### config.mk
export PLATFORM = sky130hd
export DESIGN_NAME = isa_io_address_decoder
export DESIGN_NICKNAME = d
export VERILOG_FILES = /design/src/verilog/isa_decoder_pkg.sv /design/src/verilog/access_pulse_if.sv /design/src/verilog/access_pulse_stretch.sv /design/src/verilog/isa_io_address_decoder.sv
export VERILOG_INCLUDE_DIRS = /design/src /design/src/verilog
export SDC_FILE = /design/constraint.sdc
export NUM_CORES = 1
export LEC_CHECK = 0
export BUFFER_PORTS_ARGS = -buffer_cell sky130_fd_sc_hd__buf_2
export CORE_ASPECT_RATIO = 0.9
export CORE_MARGIN = 2
export CORE_UTILIZATION = 51
export CTS_CLUSTER_SIZE = 25
export DETAILED_ROUTE_END_ITERATION = 12
export PLACE_DENSITY_LB_ADDON = 0.25
export SLEW_MARGIN = 15
export SYNTH_ARGS = -nofsm -noshare
export SYNTH_HDL_FRONTEND = slang
export SYNTH_SLANG_ARGS = --single-unit
### constraint.sdc
create_clock -name clk -period 2.3 [get_ports clk]
set_input_delay 0.115 -clock clk [delete_from_list [all_inputs] [get_ports clk]]
set_output_delay 0.115 -clock clk [all_outputs]
set_load 0.01 [all_outputs]
### src/verilog/isa_decoder_cfg.svh
/*
 * Constants for the ISA I/O base-address decoder: register offsets,
 * field positions, reset values and timing counts.
 * Assumes inclusion by its bare name from the decoder's source files.
 */
`ifndef ISA_DECODER_CFG_SVH
`define ISA_DECODER_CFG_SVH

// register byte offsets on the wishbone slave
`define CFG_CTRL_ADDR        4'h0
`define CFG_STATUS_ADDR      4'h4
`define CFG_COUNT_ADDR       4'h8

// control register
`define CFG_CTRL_ENABLE_BIT  0
`define CFG_CTRL_RESET       1'b1

// status register field positions
`define CFG_STAT_SELECT_BIT  0
`define CFG_STAT_LED_BIT     1
`define CFG_STAT_MODE_BIT    2
`define CFG_STAT_OFFSET_LSB  4
`define CFG_STAT_SWITCH_LSB  8

// switch positions: 1..6 are base bits 0..5, position 8 is the mode
`define CFG_SW_BASE_MSB      5
`define CFG_SW_MODE_BIT      7

// address segment expected in bits 15:12 for each mode
`define CFG_SEG_PLAIN        4'h0
`define CFG_SEG_OFFSET       4'ha

// access indicator pulse time and its length in clock cycles
`define CFG_CLK_MHZ          250
`define CFG_LED_PULSE_MS     20
`define CFG_LED_PULSE_CYCLES (`CFG_LED_PULSE_MS * 1000 * `CFG_CLK_MHZ)

`endif

### src/verilog/isa_decoder_pkg.sv
/*
 * Types shared by the ISA I/O base-address decoder.
 * Assumes nothing of its surroundings.
 */
`default_nettype none

package isa_decoder_pkg;
    typedef logic [19:0] isaAddr_t;
    typedef logic [7:0]  switch_t;
    typedef logic [3:0]  portOffset_t;
    typedef logic [31:0] wbData_t;
endpackage

`default_nettype wire

### src/verilog/access_pulse_if.sv
/*
 * Carrier between the decoder and its indicator pulse stretcher.
 * Assumes both ends run on the same clock.
 */
`timescale 1ns/1ps
`default_nettype none

interface access_pulse_if;
    logic trigger;
    logic ledOn;

    modport source  (output trigger, input ledOn);
    modport stretch (input trigger, output ledOn);
endinterface

`default_nettype wire

### src/verilog/access_pulse_stretch.sv
/*
 * Stretches a one-cycle access pulse into a visible indicator pulse.
 * Assumes a synchronous trigger; a retrigger restarts the pulse.
 */
`timescale 1ns/1ps
`default_nettype none
`include "isa_decoder_cfg.svh"

module access_pulse_stretch #(
    parameter int PULSE_CYCLES = `CFG_LED_PULSE_CYCLES
) (
    input  wire logic     clk,
    input  wire logic     reset,
    access_pulse_if.stretch pulse
);
    localparam int CW = $clog2(PULSE_CYCLES + 1);

    logic [CW-1:0] remain_r;
    logic          ledOn_r;

    always_ff @(posedge clk or posedge reset) begin
        if (reset) begin
            remain_r <= '0;
        end else if (pulse.trigger) begin
            remain_r <= CW'(PULSE_CYCLES - 1);
        end else if (remain_r != '0) begin
            remain_r <= remain_r - 1'b1;
        end
    end

    always_ff @(posedge clk or posedge reset) begin
        if (reset) begin
            ledOn_r <= 1'b0;
        end else begin
            ledOn_r <= pulse.trigger || (remain_r != '0);
        end
    end

    assign pulse.ledOn = ledOn_r;
endmodule

`default_nettype wire

### src/verilog/isa_io_address_decoder.sv
/*
 * Base-address decoder for an 8-bit ISA I/O module with a wishbone
 * register slave for control and status.
 * Assumes ISA pins already synchronous to clk and a classic wishbone
 * master that holds each request until it sees ack.
 */
// Register access over Wishbone and the register addresses are this design's own decisions.
`timescale 1ns/1ps
`default_nettype none
`include "isa_decoder_cfg.svh"

// Behaviour
// - match switch base bits 5:0 against host address bits 9:4
// - decode address bits 19:4; bits 19:16 must be zero
// - mode switch 1: address bits 15:12 must be 0h
// - mode switch 0: address bits 15:12 must be Ah
// - a match claims sixteen byte ports chosen by address bits 3:0
// - switch positions 1..6 give base bits 0..5; position 8 the mode
// - every decoded access lights the indicator for a short pulse
// - the port offset is passed on uninterpreted to the user logic
module isa_io_address_decoder
    import isa_decoder_pkg::*;
#(
    parameter int LED_PULSE_CYCLES = `CFG_LED_PULSE_CYCLES
) (
    input  wire logic        clk,
    input  wire logic        reset,
    input  wire isaAddr_t    isaAddr,
    input  wire logic        addrEnable,
    input  wire logic        ioReadN,
    input  wire logic        ioWriteN,
    input  wire switch_t     addressSelectSwitch,
    output logic             moduleSelect,
    output portOffset_t      portOffset,
    output logic             portRead,
    output logic             portWrite,
    output logic             accessIndicatorLed,
    input  wire logic        wbCyc,
    input  wire logic        wbStb,
    input  wire logic        wbWe,
    input  wire logic [3:0]  wbAdr,
    input  wire logic [3:0]  wbSel,
    input  wire wbData_t     wbDatW,
    output wbData_t          wbDatR,
    output logic             wbAck
);

    function automatic logic addrMatch(input isaAddr_t a, input switch_t sw);
        logic [3:0] seg;
        seg = sw[`CFG_SW_MODE_BIT] ? `CFG_SEG_PLAIN : `CFG_SEG_OFFSET;
        return (a[9:4] == sw[`CFG_SW_BASE_MSB:0])
            && (a[11:10] == 2'b00)
            && (a[15:12] == seg)
            && (a[19:16] == 4'h0);
    endfunction

    access_pulse_if pulse ();

    logic        decodeEnable_r;
    logic        moduleSelect_r;
    portOffset_t portOffset_r;
    logic        portRead_r;
    logic        portWrite_r;
    logic [15:0] accessCount_r;
    logic        ack_r;
    wbData_t     datR_r;
    logic        ioCycle;
    logic        selectNow;
    logic        accessStart;
    logic        wbReq;
    logic        wbWrite;

    assign ioCycle     = !addrEnable && (!ioReadN || !ioWriteN);
    assign selectNow   = decodeEnable_r && ioCycle
                         && addrMatch(isaAddr, addressSelectSwitch);
    assign accessStart = selectNow && !moduleSelect_r;
    assign pulse.trigger = accessStart;

    access_pulse_stretch #(
        .PULSE_CYCLES (LED_PULSE_CYCLES)
    ) u_stretch (
        .clk   (clk),
        .reset (reset),
        .pulse (pulse)
    );

    // decode outputs, registered one cycle behind the pins
    always_ff @(posedge clk or posedge reset) begin
        if (reset) begin
            moduleSelect_r <= 1'b0;
            portRead_r     <= 1'b0;
            portWrite_r    <= 1'b0;
        end else begin
            moduleSelect_r <= selectNow;
            portRead_r     <= selectNow && !ioReadN;
            portWrite_r    <= selectNow && !ioWriteN;
        end
    end

    always_ff @(posedge clk or posedge reset) begin
        if (reset) begin
            portOffset_r <= '0;
        end else if (selectNow) begin
            portOffset_r <= isaAddr[3:0];
        end
    end

    assign moduleSelect       = moduleSelect_r;
    assign portOffset         = portOffset_r;
    assign portRead           = portRead_r;
    assign portWrite          = portWrite_r;
    assign accessIndicatorLed = pulse.ledOn;

    // wishbone slave: ack one cycle after the request, dropped after
    assign wbReq   = wbCyc && wbStb;
    assign wbWrite = wbReq && wbWe && ack_r;

    always_ff @(posedge clk or posedge reset) begin
        if (reset) begin
            ack_r <= 1'b0;
        end else begin
            ack_r <= wbReq && !ack_r;
        end
    end

    always_ff @(posedge clk or posedge reset) begin
        if (reset) begin
            datR_r <= '0;
        end else if (wbReq && !ack_r) begin
            datR_r <= '0;
            unique case (wbAdr)
                `CFG_CTRL_ADDR: begin
                    datR_r[`CFG_CTRL_ENABLE_BIT] <= decodeEnable_r;
                end
                `CFG_STATUS_ADDR: begin
                    datR_r[`CFG_STAT_SELECT_BIT] <= moduleSelect_r;
                    datR_r[`CFG_STAT_LED_BIT]    <= pulse.ledOn;
                    datR_r[`CFG_STAT_MODE_BIT]   <=
                        addressSelectSwitch[`CFG_SW_MODE_BIT];
                    datR_r[`CFG_STAT_OFFSET_LSB +: 4] <= portOffset_r;
                    datR_r[`CFG_STAT_SWITCH_LSB +: 8] <= addressSelectSwitch;
                end
                `CFG_COUNT_ADDR: begin
                    datR_r[15:0] <= accessCount_r;
                end
                default: begin
                    datR_r <= '0;
                end
            endcase
        end
    end

    assign wbDatR = datR_r;
    assign wbAck  = ack_r;

    always_ff @(posedge clk or posedge reset) begin
        if (reset) begin
            decodeEnable_r <= `CFG_CTRL_RESET;
        end else if (wbWrite && wbAdr == `CFG_CTRL_ADDR && wbSel[0]) begin
            decodeEnable_r <= wbDatW[`CFG_CTRL_ENABLE_BIT];
        end
    end

    // a new access in the clearing cycle still counts
    always_ff @(posedge clk or posedge reset) begin
        if (reset) begin
            accessCount_r <= '0;
        end else if (wbWrite && wbAdr == `CFG_COUNT_ADDR) begin
            accessCount_r <= accessStart ? 16'h0001 : 16'h0000;
        end else if (accessStart) begin
            accessCount_r <= accessCount_r + 16'h0001;
        end
    end

    // helper copies of the pins and of the enable register for the checks below
    isaAddr_t addrSeen_r;
    switch_t  swSeen_r;
    logic     enSeen_r;

    always_ff @(posedge clk or posedge reset) begin
        if (reset) begin
            addrSeen_r <= '0;
            swSeen_r   <= '0;
            enSeen_r   <= 1'b0;
        end else begin
            addrSeen_r <= isaAddr;
            swSeen_r   <= addressSelectSwitch;
            enSeen_r   <= decodeEnable_r;
        end
    end
endmodule

`default_nettype wire

# Word-level counts from Yosys, hierarchy flattened

Index checks and enable logic that the tools add are counted.
Widths: inputs -> output; s select.

$add $sub $neg: 2
Eq/ne operators: 4
Muxes and demuxes: 10
Reductions and logical operators: 29

Operators by type and width:

| kind                  | number |
|---|---|
| $mux 23               | 2 |
| $mux 16               | 2 |
| $pmux 12 s2           | 1 |
| $reduce_bool 23->1    | 1 |
| $sub 23x1->23 const B | 1 |
| $add 16x1->16 const B | 1 |
| $logic_and 1x1->1     | 16 |
| $logic_not 4->1       | 2 |
| $eq 6x6->1            | 1 |
| $logic_not 1->1       | 5 |
| $eq 4x3->1 const B    | 1 |
| $eq 4x4->1            | 1 |
| $eq 4x4->1 const B    | 1 |
| $mux 4                | 1 |
| $pmux 2 s2            | 1 |
| $reduce_bool 2->1     | 2 |
| $pmux 1 s3            | 1 |
| $logic_not 2->1       | 1 |
| $logic_or 1x1->1      | 2 |
| $mux 1                | 2 |

Register bits after elaboration: 65
Bits of input ports: 76
Output and inout port bits: 41
Logic and storage cells: 55

# Depth between registers and ports, before layout

Gate-level depths: netlist (run 1).

Depth after elaboration: 8
Depth in mapped cells: 8

# By module

From an unflattened synthesis (run 1), not the netlist that was laid out.

Cells, all modules: 380
Area total of the unflattened synthesis: 3694.8 µm²

By module, submodules not included:

| module                 | times used | cells each | area an instance (µm²) | sequential area each (µm²) |
|---|---|---|---|---|
| isa_io_address_decoder | 1          | 232        | 2254.7                 | 1027.2 |
| access_pulse_stretch   | 1          | 148        | 1440.1                 | 600.6 |

# Least setup slack after synthesis (run 1)

No wires, ideal clock.

Kind: reg-to-reg
Start point: register u_stretch.remain_r[16]
End point: register u_stretch.remain_r[1]
Data arrival time: 1.977 ns
Required time: 2.166 ns
Path slack: 0.189 ns
Stages on the path, launching flop included: 6
Path through: dfrtp_1 -> or4_4 -> or4_4 -> or3_4 -> o21ai_1 -> nand2_1

Cells in the longest elaborated chain, start to end: 2

RTL lines:

| element                            | line                       | RTL |
|---|---|---|
| start: declaration                 | access_pulse_stretch.sv:18 | `logic [CW-1:0] remain_r;` |
| start signal: assignment           | access_pulse_stretch.sv:25 | `remain_r <= CW'(PULSE_CYCLES - 1);` |
| start signal: assignment           | access_pulse_stretch.sv:27 | `remain_r <= remain_r - 1'b1;` |
| $reduce_bool 23->1                 | access_pulse_stretch.sv:26 | `end else if (remain_r != '0) begin` |
| $reduce_bool 2->1 (no source line) | -                          |  |

No other way between the ends.
A chain may end at the register's enable or synchronous reset.

# Worst setup path in the final report (run 1)

Start point: register u_stretch.remain_r[17]
End point: register u_stretch.remain_r[3]

Same word-level chain as after synthesis.

==> results of run 1 <==
==> worst paths after layout <==
check / startpoint / endpoint / slack, ns / cells past startpoint
min in group asynchronous: reset / accessCount_r[5] / 0.37 / 3
worst min register to register: wbDatR[3] / wbDatR[3] / 0.47 / 2
worst max-delay path: u_stretch.remain_r[17] / u_stretch.remain_r[3] / 0.10 / 6
max in group asynchronous: reset / decodeEnable_r / 1.26 / 4
worst max register to register: u_stretch.remain_r[17] / u_stretch.remain_r[3] / 0.10 / 6
worst min-delay path: isaAddr[0] / portOffset[0] / 0.02 / 2
==> repair_timing <==
item                                    CTS  global route
hold buffers                              5             0
endpoints found under the setup margin    0             9
setup buffers                             0             1
gates resized for setup                   0             3
hold endpoints to repair                 29             0
==> synth_stat cells (all sizes together) (2+ instances only) <==
library cell / n
nand3b: 2
and2: 5
nand2b: 3
or4: 11
o21ai: 30
o211ai: 9
mux2: 5
nand4: 6
nor3b: 2
buf: 19
o31ai: 6
or3: 10
nor4: 9
xnor2: 12
clkbuf: 13
and3: 2
nand2: 40
a22oi: 14
dfrtp: 64
or2: 3
nor2: 15
a21oi: 15
nand3: 13
ha: 2
xor2: 8
nor3: 6
nor4b: 5
inv: 8
and4: 4
nand4b: 2
==> layer usage <==
metal,part of all wire,track usage,up-vias,wire (um)
met5,0,0,-,0
met4,0.012,0.0692,0,93
met3,0.065,0.0541,13,507
met2,0.47,0.390,108,3700
met1,0.45,0.284,1419,3560
li1,-,-,1444,-
==> through the flow <==
step,worst slack (ns),std cells
after CTS,0.0289,536
after global routing,0.00188,537
after detailed placement,0.0985,515
final,0.102,537
after floorplan,0.189,373
after global placement,0.0556,515
==> flip-flops by register name, summed over array words and instances, names as in the netlist <==
name	flops
moduleSelect	1
decodeEnable_r	1
wbAck	1
wbDatR	16
u_stretch.pulse.ledOn	1
portWrite	1
u_stretch.remain_r	23
portOffset	4
portRead	1
accessCount_r	16
==> cell type report <==
class,instances,area (sq um),share of cell area
repair buffers,90,527,0.125
inverters,8,30.0,0.00712
well taps,90,113,0.0267
multi-input cells,268,1680,0.398
clock buffers,9,124,0.0294
flip-flops and latches,65,1630,0.386
clock inverters,7,119,0.0282
==> power by group <==
group	internal, mW	leakage (nW)	switching (mW)	total [mW]
logic	0.0631	0.909	0.0961	0.159
clock network	0.719	0.115	0.451	1.17
registers	1.15	0.787	0.00750	1.16
==> cell families (layout without fill, tap and decap cells) <==
family / after synthesis / after routing / synth area share
compound gates: 82 / 82 / 0.148
xor+xnor: 20 / 20 / 0.0529
fa+ha+maj: 2 / 2 / 0.00725
buf+inv: 40 / 114 / 0.0642
flops: 65 / 65 / 0.472
mux: 6 / 6 / 0.0192
other cells: 1 / 16 / 0.00109
simple gates: 142 / 142 / 0.236
==> qor_table.md, run 1 <==
| Quantity | Value |
|:---|:---|
| Slowest cell on the critical path | or4_4 |
| Die width | 90.7 um |
| Setup repair after global routing missed its margin | false |
| Fraction of final layout cells with drive strength greater than 1 | 0.271 |
| Post-route total power | 2.49 mW |
| Mapped cell area | 0.00345 sq mm |
| Most area-consuming cells after synthesis | dfrtp_1 46%, nand2_1 4.4%, o21ai_0 3.9% |
| Relative slew slack | 0.507 |
| Number of nets in the finished design | 520 |
| Minimum hold slack | 0.0150 ns |
| Flops & latches, synth | 65 |
| Overflow left after global routing | 0 |
| IO Count | 117 |
| DRT Wirelength | 7860 um |
| Maxcap violations | 0 |
| Global routing usage summed across all routing layers | 0.225 |
| Clk_lat worst skew | 0.34 ns |
| Diode insertion count for antenna repair | 0 |
| Routed via count divided by cell count | 5.56 |
| Summed negative setup slack over all endpoints | 0 ns |
| Count of vias placed by the detailed router | 2984 |
| Library cell with the largest summed area after synthesis | dfrtp_1 |
| Synthesis warning total | 0 |
| CTS Buf Count | 9 |
| TritonCTS clock tree | done |
| Number of antenna violations at the first check in global routing | 0 |
| Power per standard cell area | 590 mW/mm^2 |
| Design area | 0.00422 sq mm |
| Max Fanout on Critical Path | 9 |
| Crit end category | flip-flop |
| H-Tree Depth | 3 |
| Area enclosed by the die boundary | 0.00744 sq mm |
| # port buffers | 66 |
| Number of hold-slack violations in the final timing report | 0 |
| Number of max-slew violations in the final report | 0 |
| Crit Path Category | flip-flop to flip-flop |
| Clock Tree Buf Depth | 2 |
| Post-Syn Area per Cell | 9.64 sq um |
| Starting utilization of the core area | 0.527 |
| Dominant register cell in the synthesized netlist | dfrtp_1 |
| Post-layout minimum cycle time | 2.20 ns |
| Crit path max-delay family | simple AND/OR/NAND/NOR gates |
| Peak supply drop | 0.359 mV |
| Required time at the worst-slack endpoint | 2.53 ns |
| Transition time at the pin with the least slew margin | 0.739 ns |
| Clock Sinks | 65 |
| Maximum number of pins on one net before global-route repair | 29 |
| Number of setup violations in the final report | 0 |
| Placement row count | 28 |
| Vias in the first global route | 2873 |
| Highest cell delay on the worst timing path | 0.54 ns |
| Antenna-violating nets left | 0 |
| Count of buffering cells on the critical path with inverters included | 1 |
| Area post-placement | 0.00390 sq mm |
| Post-synth EDFFs | 0 |
| Core Region | 0.00655 sq mm |
| Mean routed wirelength per cell | 14.6 um |
| Critical path, cell by cell | or4_4 > or4_4 > buf_6 > o21ai_0 > xnor2_1 > nand2_1 |
| Post-route core utilization | 0.644 |
| Async set or reset register ratio after synthesis | 1.00 |
| Half-perimeter wire length after detailed placement | 5770 um |
| Post-synthesis to final-layout area growth | 22.3% |
| Count of cell types in the netlist | 54 |
| Count of TritonRoute iterations in the first routing pass | 5 |
| Status | complete, no violations |
| Final weighted congestion in routability-driven placement | 0.811 |
| Most common cell after layout, fill and taps aside | buf_2 |
| DIE HEIGHT | 82.0 um |
| Hold Path Class | input pin to flip-flop |
| Number of filler cells placed in the layout | 558 |
| Area fraction of the dominant cell type after synthesis | 0.464 |
| Launching element type of the critical path | flip-flop |
| DRT iter0 DRCs | 163 |
| Mapped Cells | 358 |
| Critical Path Most Common Cell | or4_4 |
| Period utilisation layout | 0.956 |
| Top library cells by usage in the layout, fill and taps aside | 66 x buf_2, 64 x dfrtp_1, 40 x nand2_1, 27 x o21ai_0, 18 x buf_4 |
| Leakage | 1.81 nW |
| Data arrival at the endpoint of the critical path | 2.43 ns |
| Clk slew on worst S/H paths | 0.07 ns |
| First-pass GRT wire length | 13300 um |
| Post-route clock skew | 0.00632 ns |
| Remaining design rule violation count | 0 |
| Maximum operating frequency | 0.455 GHz |
| Register area share after synthesis | 0.472 |
| Root buffer cell | clkbuf_8 |
Note: power is estimated with default switching activity, not from simulation.
==> run 2, diff against run 1 <==
Settings changed: CAP_MARGIN set to 20, CORE_ASPECT_RATIO 0.9 to unset.
==> qor_table.md, run 2 (synthesis gave the netlist of run 1 again) <==
| Quantity | Value |
|:---|:---|
| Final weighted congestion in routability-driven placement | 0.847 |
| Worst reg-to-reg path cell count | 5 |
| Depth of the worst hold-timing path | 3 |
| Crit Path Category | flip-flop to flip-flop |
| Post-synthesis to final-layout area growth | 22.0% |
| Remaining design rule violation count | 0 |
| Leakage | 1.83 nW |
| First-pass GRT wire length | 13500 um |
| Clk slew on worst S/H paths | 0.07 ns |
| Overflow left after global routing | 0 |
| Total met2 wirelength after detailed routing | 4010 um |
| Number of nets in the finished design | 524 |
| Number of max-slew violations in the final report | 0 |
| Starting utilization of the core area | 0.534 |
| Count of vias placed by the detailed router | 2996 |
| Data arrival at the endpoint of the critical path | 2.43 ns |
| Proportion of power drawn by the clock network | 0.455 |
| Maximum operating frequency | 0.454 GHz |
| Global routing usage summed across all routing layers | 0.231 |
| Post-route clock skew | 0.00712 ns |
| IO Count | 117 |
| DRT iter0 DRCs | 206 |
| Combinational fraction of design power | 0.067 |
| Summed negative setup slack over all endpoints | 0 ns |
| Relative slew slack | 0.573 |
| Largest register by flop count | u_stretch.remain_r |
| Clock Sinks | 65 |
| Hold Path Class | input pin to flip-flop |
| Vias in the first global route | 2877 |
| Most common cell after layout, fill and taps aside | buf_2 |
| Top layer used by detailed routing | met4 |
| CTS Buf Count | 9 |
| H-Tree Depth | 3 |
| Area enclosed by the die boundary | 0.00744 sq mm |
| Post-layout minimum cycle time | 2.20 ns |
| Status | complete, no violations |
| Power per standard cell area | 577 mW/mm^2 |
| Routed length on met3 | 396 um |
| Number of antenna violations at the first check in global routing | 0 |
| Minimum hold slack | 0.0710 ns |
| Diode insertion count for antenna repair | 0 |
| Crit end category | flip-flop |
| Period utilisation layout | 0.957 |
| M1 WL | 3730 um |
| Launching element type of the critical path | flip-flop |
| Clk_lat worst skew | 0.35 ns |
| Placement row count | 29 |
| Clock Tree Buf Depth | 2 |
| # port buffers | 66 |
| Half-perimeter wire length after detailed placement | 5820 um |
| Peak supply drop | 0.379 mV |
| Switching share of power | 0.233 |
| DIE HEIGHT | 86.3 um |
| Required time at the worst-slack endpoint | 2.53 ns |
| Switching power of the nets | 566 uW |
| Max Fanout on Critical Path | 4 |
| Fraction of final layout cells with drive strength greater than 1 | 0.271 |
| Internal | 1.86 mW |
| Maxcap violations | 0 |
| Die width | 86.3 um |
| Core Region | 0.00646 sq mm |
| Flip-flop count of the largest register after layout | 23 |
| Root buffer cell | clkbuf_8 |
| Number of setup violations in the final report | 0 |
| Count of TritonRoute iterations in the first routing pass | 6 |
| Number of hold-slack violations in the final timing report | 0 |
| Setup repair after global routing missed its margin | false |
| Transition time at the pin with the least slew margin | 0.640 ns |
| DRT Wirelength | 8230 um |
| TritonCTS clock tree | done |
| Proportion of power drawn by flip-flops and latches | 0.479 |
| Mean routed wirelength per cell | 15.6 um |
| Top library cells by usage in the layout, fill and taps aside | 66 x buf_2, 64 x dfrtp_1, 40 x nand2_1, 27 x o21ai_0, 20 x buf_4 |
| Maximum number of pins on one net before global-route repair | 31 |
| Antenna-violating nets left | 0 |
| Routed via count divided by cell count | 5.67 |
==> run 2: cell count changes in the layout (fill, tap and decap cells not counted) <==
cell | previous run | this run
dlygate4sd3_1 | 5 | 8
clkinvlp_4 | 2 | 1
bufinv_16 | 3 | 2
buf_4 | 18 | 20
clkbuf_8 | 9 | 10
nand4bb_2 | 0 | 1
nand4bb_4 | 1 | 0
buf_6 | 1 | 0
inv_6 | 0 | 1
==> run 2: path summary, 6_finish.rpt <==
kind                                         from                endpoint  slack [ns]
setup / recovery            u_stretch.remain_r[5]   u_stretch.remain_r[1]         0.1
hold / removal             addressSelectSwitch[6]              wbDatR[14]        0.07
setup reg to reg            u_stretch.remain_r[5]   u_stretch.remain_r[1]         0.1
hold reg to reg                         wbDatR[3]               wbDatR[3]        0.48
max in group asynchronous                   reset  u_stretch.remain_r[17]        1.18
min in group asynchronous                   reset           portOffset[1]        0.41
==> run 2: power groups by stage <==
stage          registers [mW]  clock network (mW)  logic [mW]
3_3_place_gp             1.18                   0       0.148
2_1_floorplan            1.19                   0      0.0918
3_5_place_dp             1.18                   0       0.151
6_report                 1.16                1.10       0.163
4_1_cts                  1.16                1.13       0.163
5_1_grt                  1.16                1.18       0.181
==> run 2: per-layer routing <==
metal,vias up,track usage
met1,1436,0.308
li1,1462,-
met2,86,0.383
met5,-,0
met3,12,0.0524
met4,0,0.0682
==> run 2: metrics by stage <==
step | setup WS [ns] | cells | total power, mW | instance area, sq um | util
global route | 0.00911 | 528 | 2.52 | 4210 | 0.652
floorplan | 0.189 | 373 | 1.28 | 3510 | -
finish | 0.0998 | 528 | 2.43 | 4210 | 0.652
detailed placement | 0.114 | 504 | 1.34 | 3900 | 0.604
global placement | 0.116 | 504 | 1.33 | 3900 | 0.604
CTS | 0.0697 | 528 | 2.45 | 4210 | 0.651
==> run 2: layout make-up <==
class,instances,area [sq um]
Tap cell,77,96.3
Inverter,8,30.0
Clock buffer,10,138
Sequential cell,65,1630
Multi-Input combinational cell,268,1670
Fill cell,535,2250
Timing Repair Buffer,94,561
Clock inverter,6,90.1
==> run 2: critical path: stages, from the launching register on <==
cell	delay [ns]
dfrtp_1	0.43
or4_4	0.55
or4_4	0.52
or3_4	0.38
o21ai_1	0.13
nand2_1	0.07
==> run 2: what timing repair did <==
item,in CTS,in global routing
hold buffers,8,0
setup buffers,0,0
resized for setup,0,1
setup endpoints to repair,0,5
hold endpoints to repair,34,0
==> run 3, diff against run 2 <==
Settings changed: CORE_UTILIZATION 51 to 46.
Clock period 2.3 ns to 2 ns, I/O delays scaled along.
==> qor_table.md, run 3 (synthesis gave the netlist of run 1 again) <==
| Quantity | Value |
|:---|:---|
| Worst reg-to-reg path cell count | 5 |
| Post-route core utilization | 0.637 |
| DIE HEIGHT | 90.6 um |
| Worst reg-to-reg setup slack | -0.13 ns |
| Fraction of final layout cells with drive strength greater than 1 | 0.364 |
| Terminating pin of the worst hold path | wbDatR[14] |
| Remaining design rule violation count | 0 |
| FF-to-FF Start | u_stretch.remain_r[6] |
| Overflow left after global routing | 0 |
| Number of setup violations in the final report | 18 |
| Die width | 90.6 um |
| Minimum hold slack | 0.0385 ns |
| Count of TritonRoute iterations in the first routing pass | 4 |
| DRT iter0 DRCs | 171 |
| Final cell count without fillers | 574 |
| Power per standard cell area | 581 mW/mm^2 |
| Peak supply drop | 0.459 mV |
| Antenna-violating nets left | 0 |
| DRT Wirelength | 9230 um |
| Clk_lat worst skew | 0.36 ns |
| Status | finished, violations left |
| Post-route clock skew | 0.0144 ns |
| Pre-CTS setup slack | -0.128 ns |
| Crit path max-delay family | simple AND/OR/NAND/NOR gates |
| Post-layout minimum cycle time | 2.13 ns |
| Flip-flop count of the largest register after layout | 23 |
| Area enclosed by the die boundary | 0.00821 sq mm |
| # port buffers | 66 |
| Crit end category | flip-flop |
| Routed via count divided by cell count | 5.57 |
| First-pass GRT wire length | 14900 um |
| Cell count after placement | 544 |
| Clock Sinks | 65 |
| Clock Tree Buf Depth | 2 |
| Final weighted congestion in routability-driven placement | 0.817 |
| Transition time at the pin with the least slew margin | 0.594 ns |
| Count of vias placed by the detailed router | 3200 |
| CTS Buf Count | 9 |
| Max Fanout on Critical Path | 4 |
| Maximum number of pins on one net before global-route repair | 32 |
| Period utilisation layout | 1.07 |
| Data arrival at the endpoint of the critical path | 2.37 ns |
| TritonCTS clock tree | done |
| Maximum operating frequency | 0.469 GHz |
| Maxcap violations | 0 |
| Worst hold path startpoint | addressSelectSwitch[6] |
| Mean routed wirelength per cell | 16.1 um |
| Largest register by flop count | u_stretch.remain_r |
| Design area | 0.00462 sq mm |
| Number of max-slew violations in the final report | 0 |
| Hold Path Class | input pin to flip-flop |
| IO Count | 117 |
| Starting utilization of the core area | 0.476 |
| Crit Path Category | flip-flop to flip-flop |
| Diode insertion count for antenna repair | 0 |
| Top library cells by usage in the layout, fill and taps aside | 66 x buf_2, 64 x dfrtp_1, 38 x nand2_1, 35 x buf_4, 18 x o21ai_0 |
| Required time at the worst-slack endpoint | 2.24 ns |
| Placement row count | 31 |
| Number of hold-slack violations in the final timing report | 0 |
| Launching element type of the critical path | flip-flop |
| Clk slew on worst S/H paths | 0.08 ns |
| Count of buffering cells on the critical path with inverters included | 0 |
| H-Tree Depth | 3 |
| Setup repair after global routing missed its margin | true |
| Half-perimeter wire length after detailed placement | 6100 um |
| Root buffer cell | clkbuf_8 |
| Core Region | 0.00725 sq mm |
| Critical path, cell by cell | or4_4 > or4_4 > or3_4 > xnor2_2 > nand2_1 |
| Leakage | 1.97 nW |
| Critical Path Most Common Cell | or4_4 |
| Most common cell after layout, fill and taps aside | buf_2 |
| Number of filler cells placed in the layout | 606 |
| Launching instance or port of the critical path | u_stretch.remain_r[6] |
| Number of nets in the finished design | 548 |
| Highest cell delay on the worst timing path | 0.53 ns |
| Relative slew slack | 0.601 |
| Number of antenna violations at the first check in global routing | 0 |
| Slowest cell on the critical path | or4_4 |
| Post-route setup slack | -0.131 ns |
| Vias in the first global route | 3112 |
| Worst r2r dst | u_stretch.remain_r[0] |
| Post-synthesis to final-layout area growth | 33.9% |
| Violated checks | negative setup slack |
| Depth of the worst hold-timing path | 3 |
| Area post-placement | 0.00412 sq mm |
| Global routing usage summed across all routing layers | 0.226 |
[run 3: how the worst max path moves through the flow]
stage                              to  depth (start not counted)
2_1_floorplan   u_stretch.remain_r[1]                          5
3_3_place_gp         accessCount_r[4]                          7
3_5_place_dp        accessCount_r[10]                          7
4_1_cts         u_stretch.remain_r[1]                          5
5_1_grt        u_stretch.remain_r[12]                          6
6_report        u_stretch.remain_r[0]                          5
[run 3: metrics by stage]
step,power [mW],setup TNS (ns)
floorplan,1.47,-0.662
global placement,1.54,-1.36
detailed placement,1.54,-1.81
CTS,2.70,-1.37
global route,2.79,-3.13
finish,2.69,-1.20
[run 3: power breakdown]
part / internal (mW) / switching, mW / leakage [nW]
Combinational: 0.0825 / 0.121 / 1.08
Sequential: 1.33 / 0.00816 / 0.787
Clock: 0.583 / 0.564 / 0.0962
[run 3: metal layers]
| metal | up-vias | wire length, um | global-route usage |
|---|---|---|---|
| met5 | - | 0 | 0 |
| met4 | 0 | 200 | 0.0846 |
| met3 | 24 | 584 | 0.0509 |
| met2 | 122 | 4560 | 0.379 |
| met1 | 1553 | 3880 | 0.285 |
| li1 | 1501 | - | - |
[run 3: worst min-delay path, cell delays in order]
cell,delay [ns]
buf_2,0.08
a22oi_1,0.05
o21ai_0,0.13
[run 3: what timing repair did]
item / in CTS / in global routing
pin swaps: 4 / 33
hold endpoints to repair: 28 / 0
gates resized for setup: 4 / 42
cloned: 0 / 2
setup endpoints to repair: 35 / 38
setup buffers: 1 / 3
hold buffers: 8 / 0
[run 3: cell type report]
class,instances,area (sq um),area share
clock buffer,9,124,0.0268
clock inverter,7,76.3,0.0165
inverter,8,30.0,0.00650
multi-input combinational,268,1830,0.396
sequential,65,1630,0.352
tap,99,124,0.0268
timing repair buffer,118,810,0.175
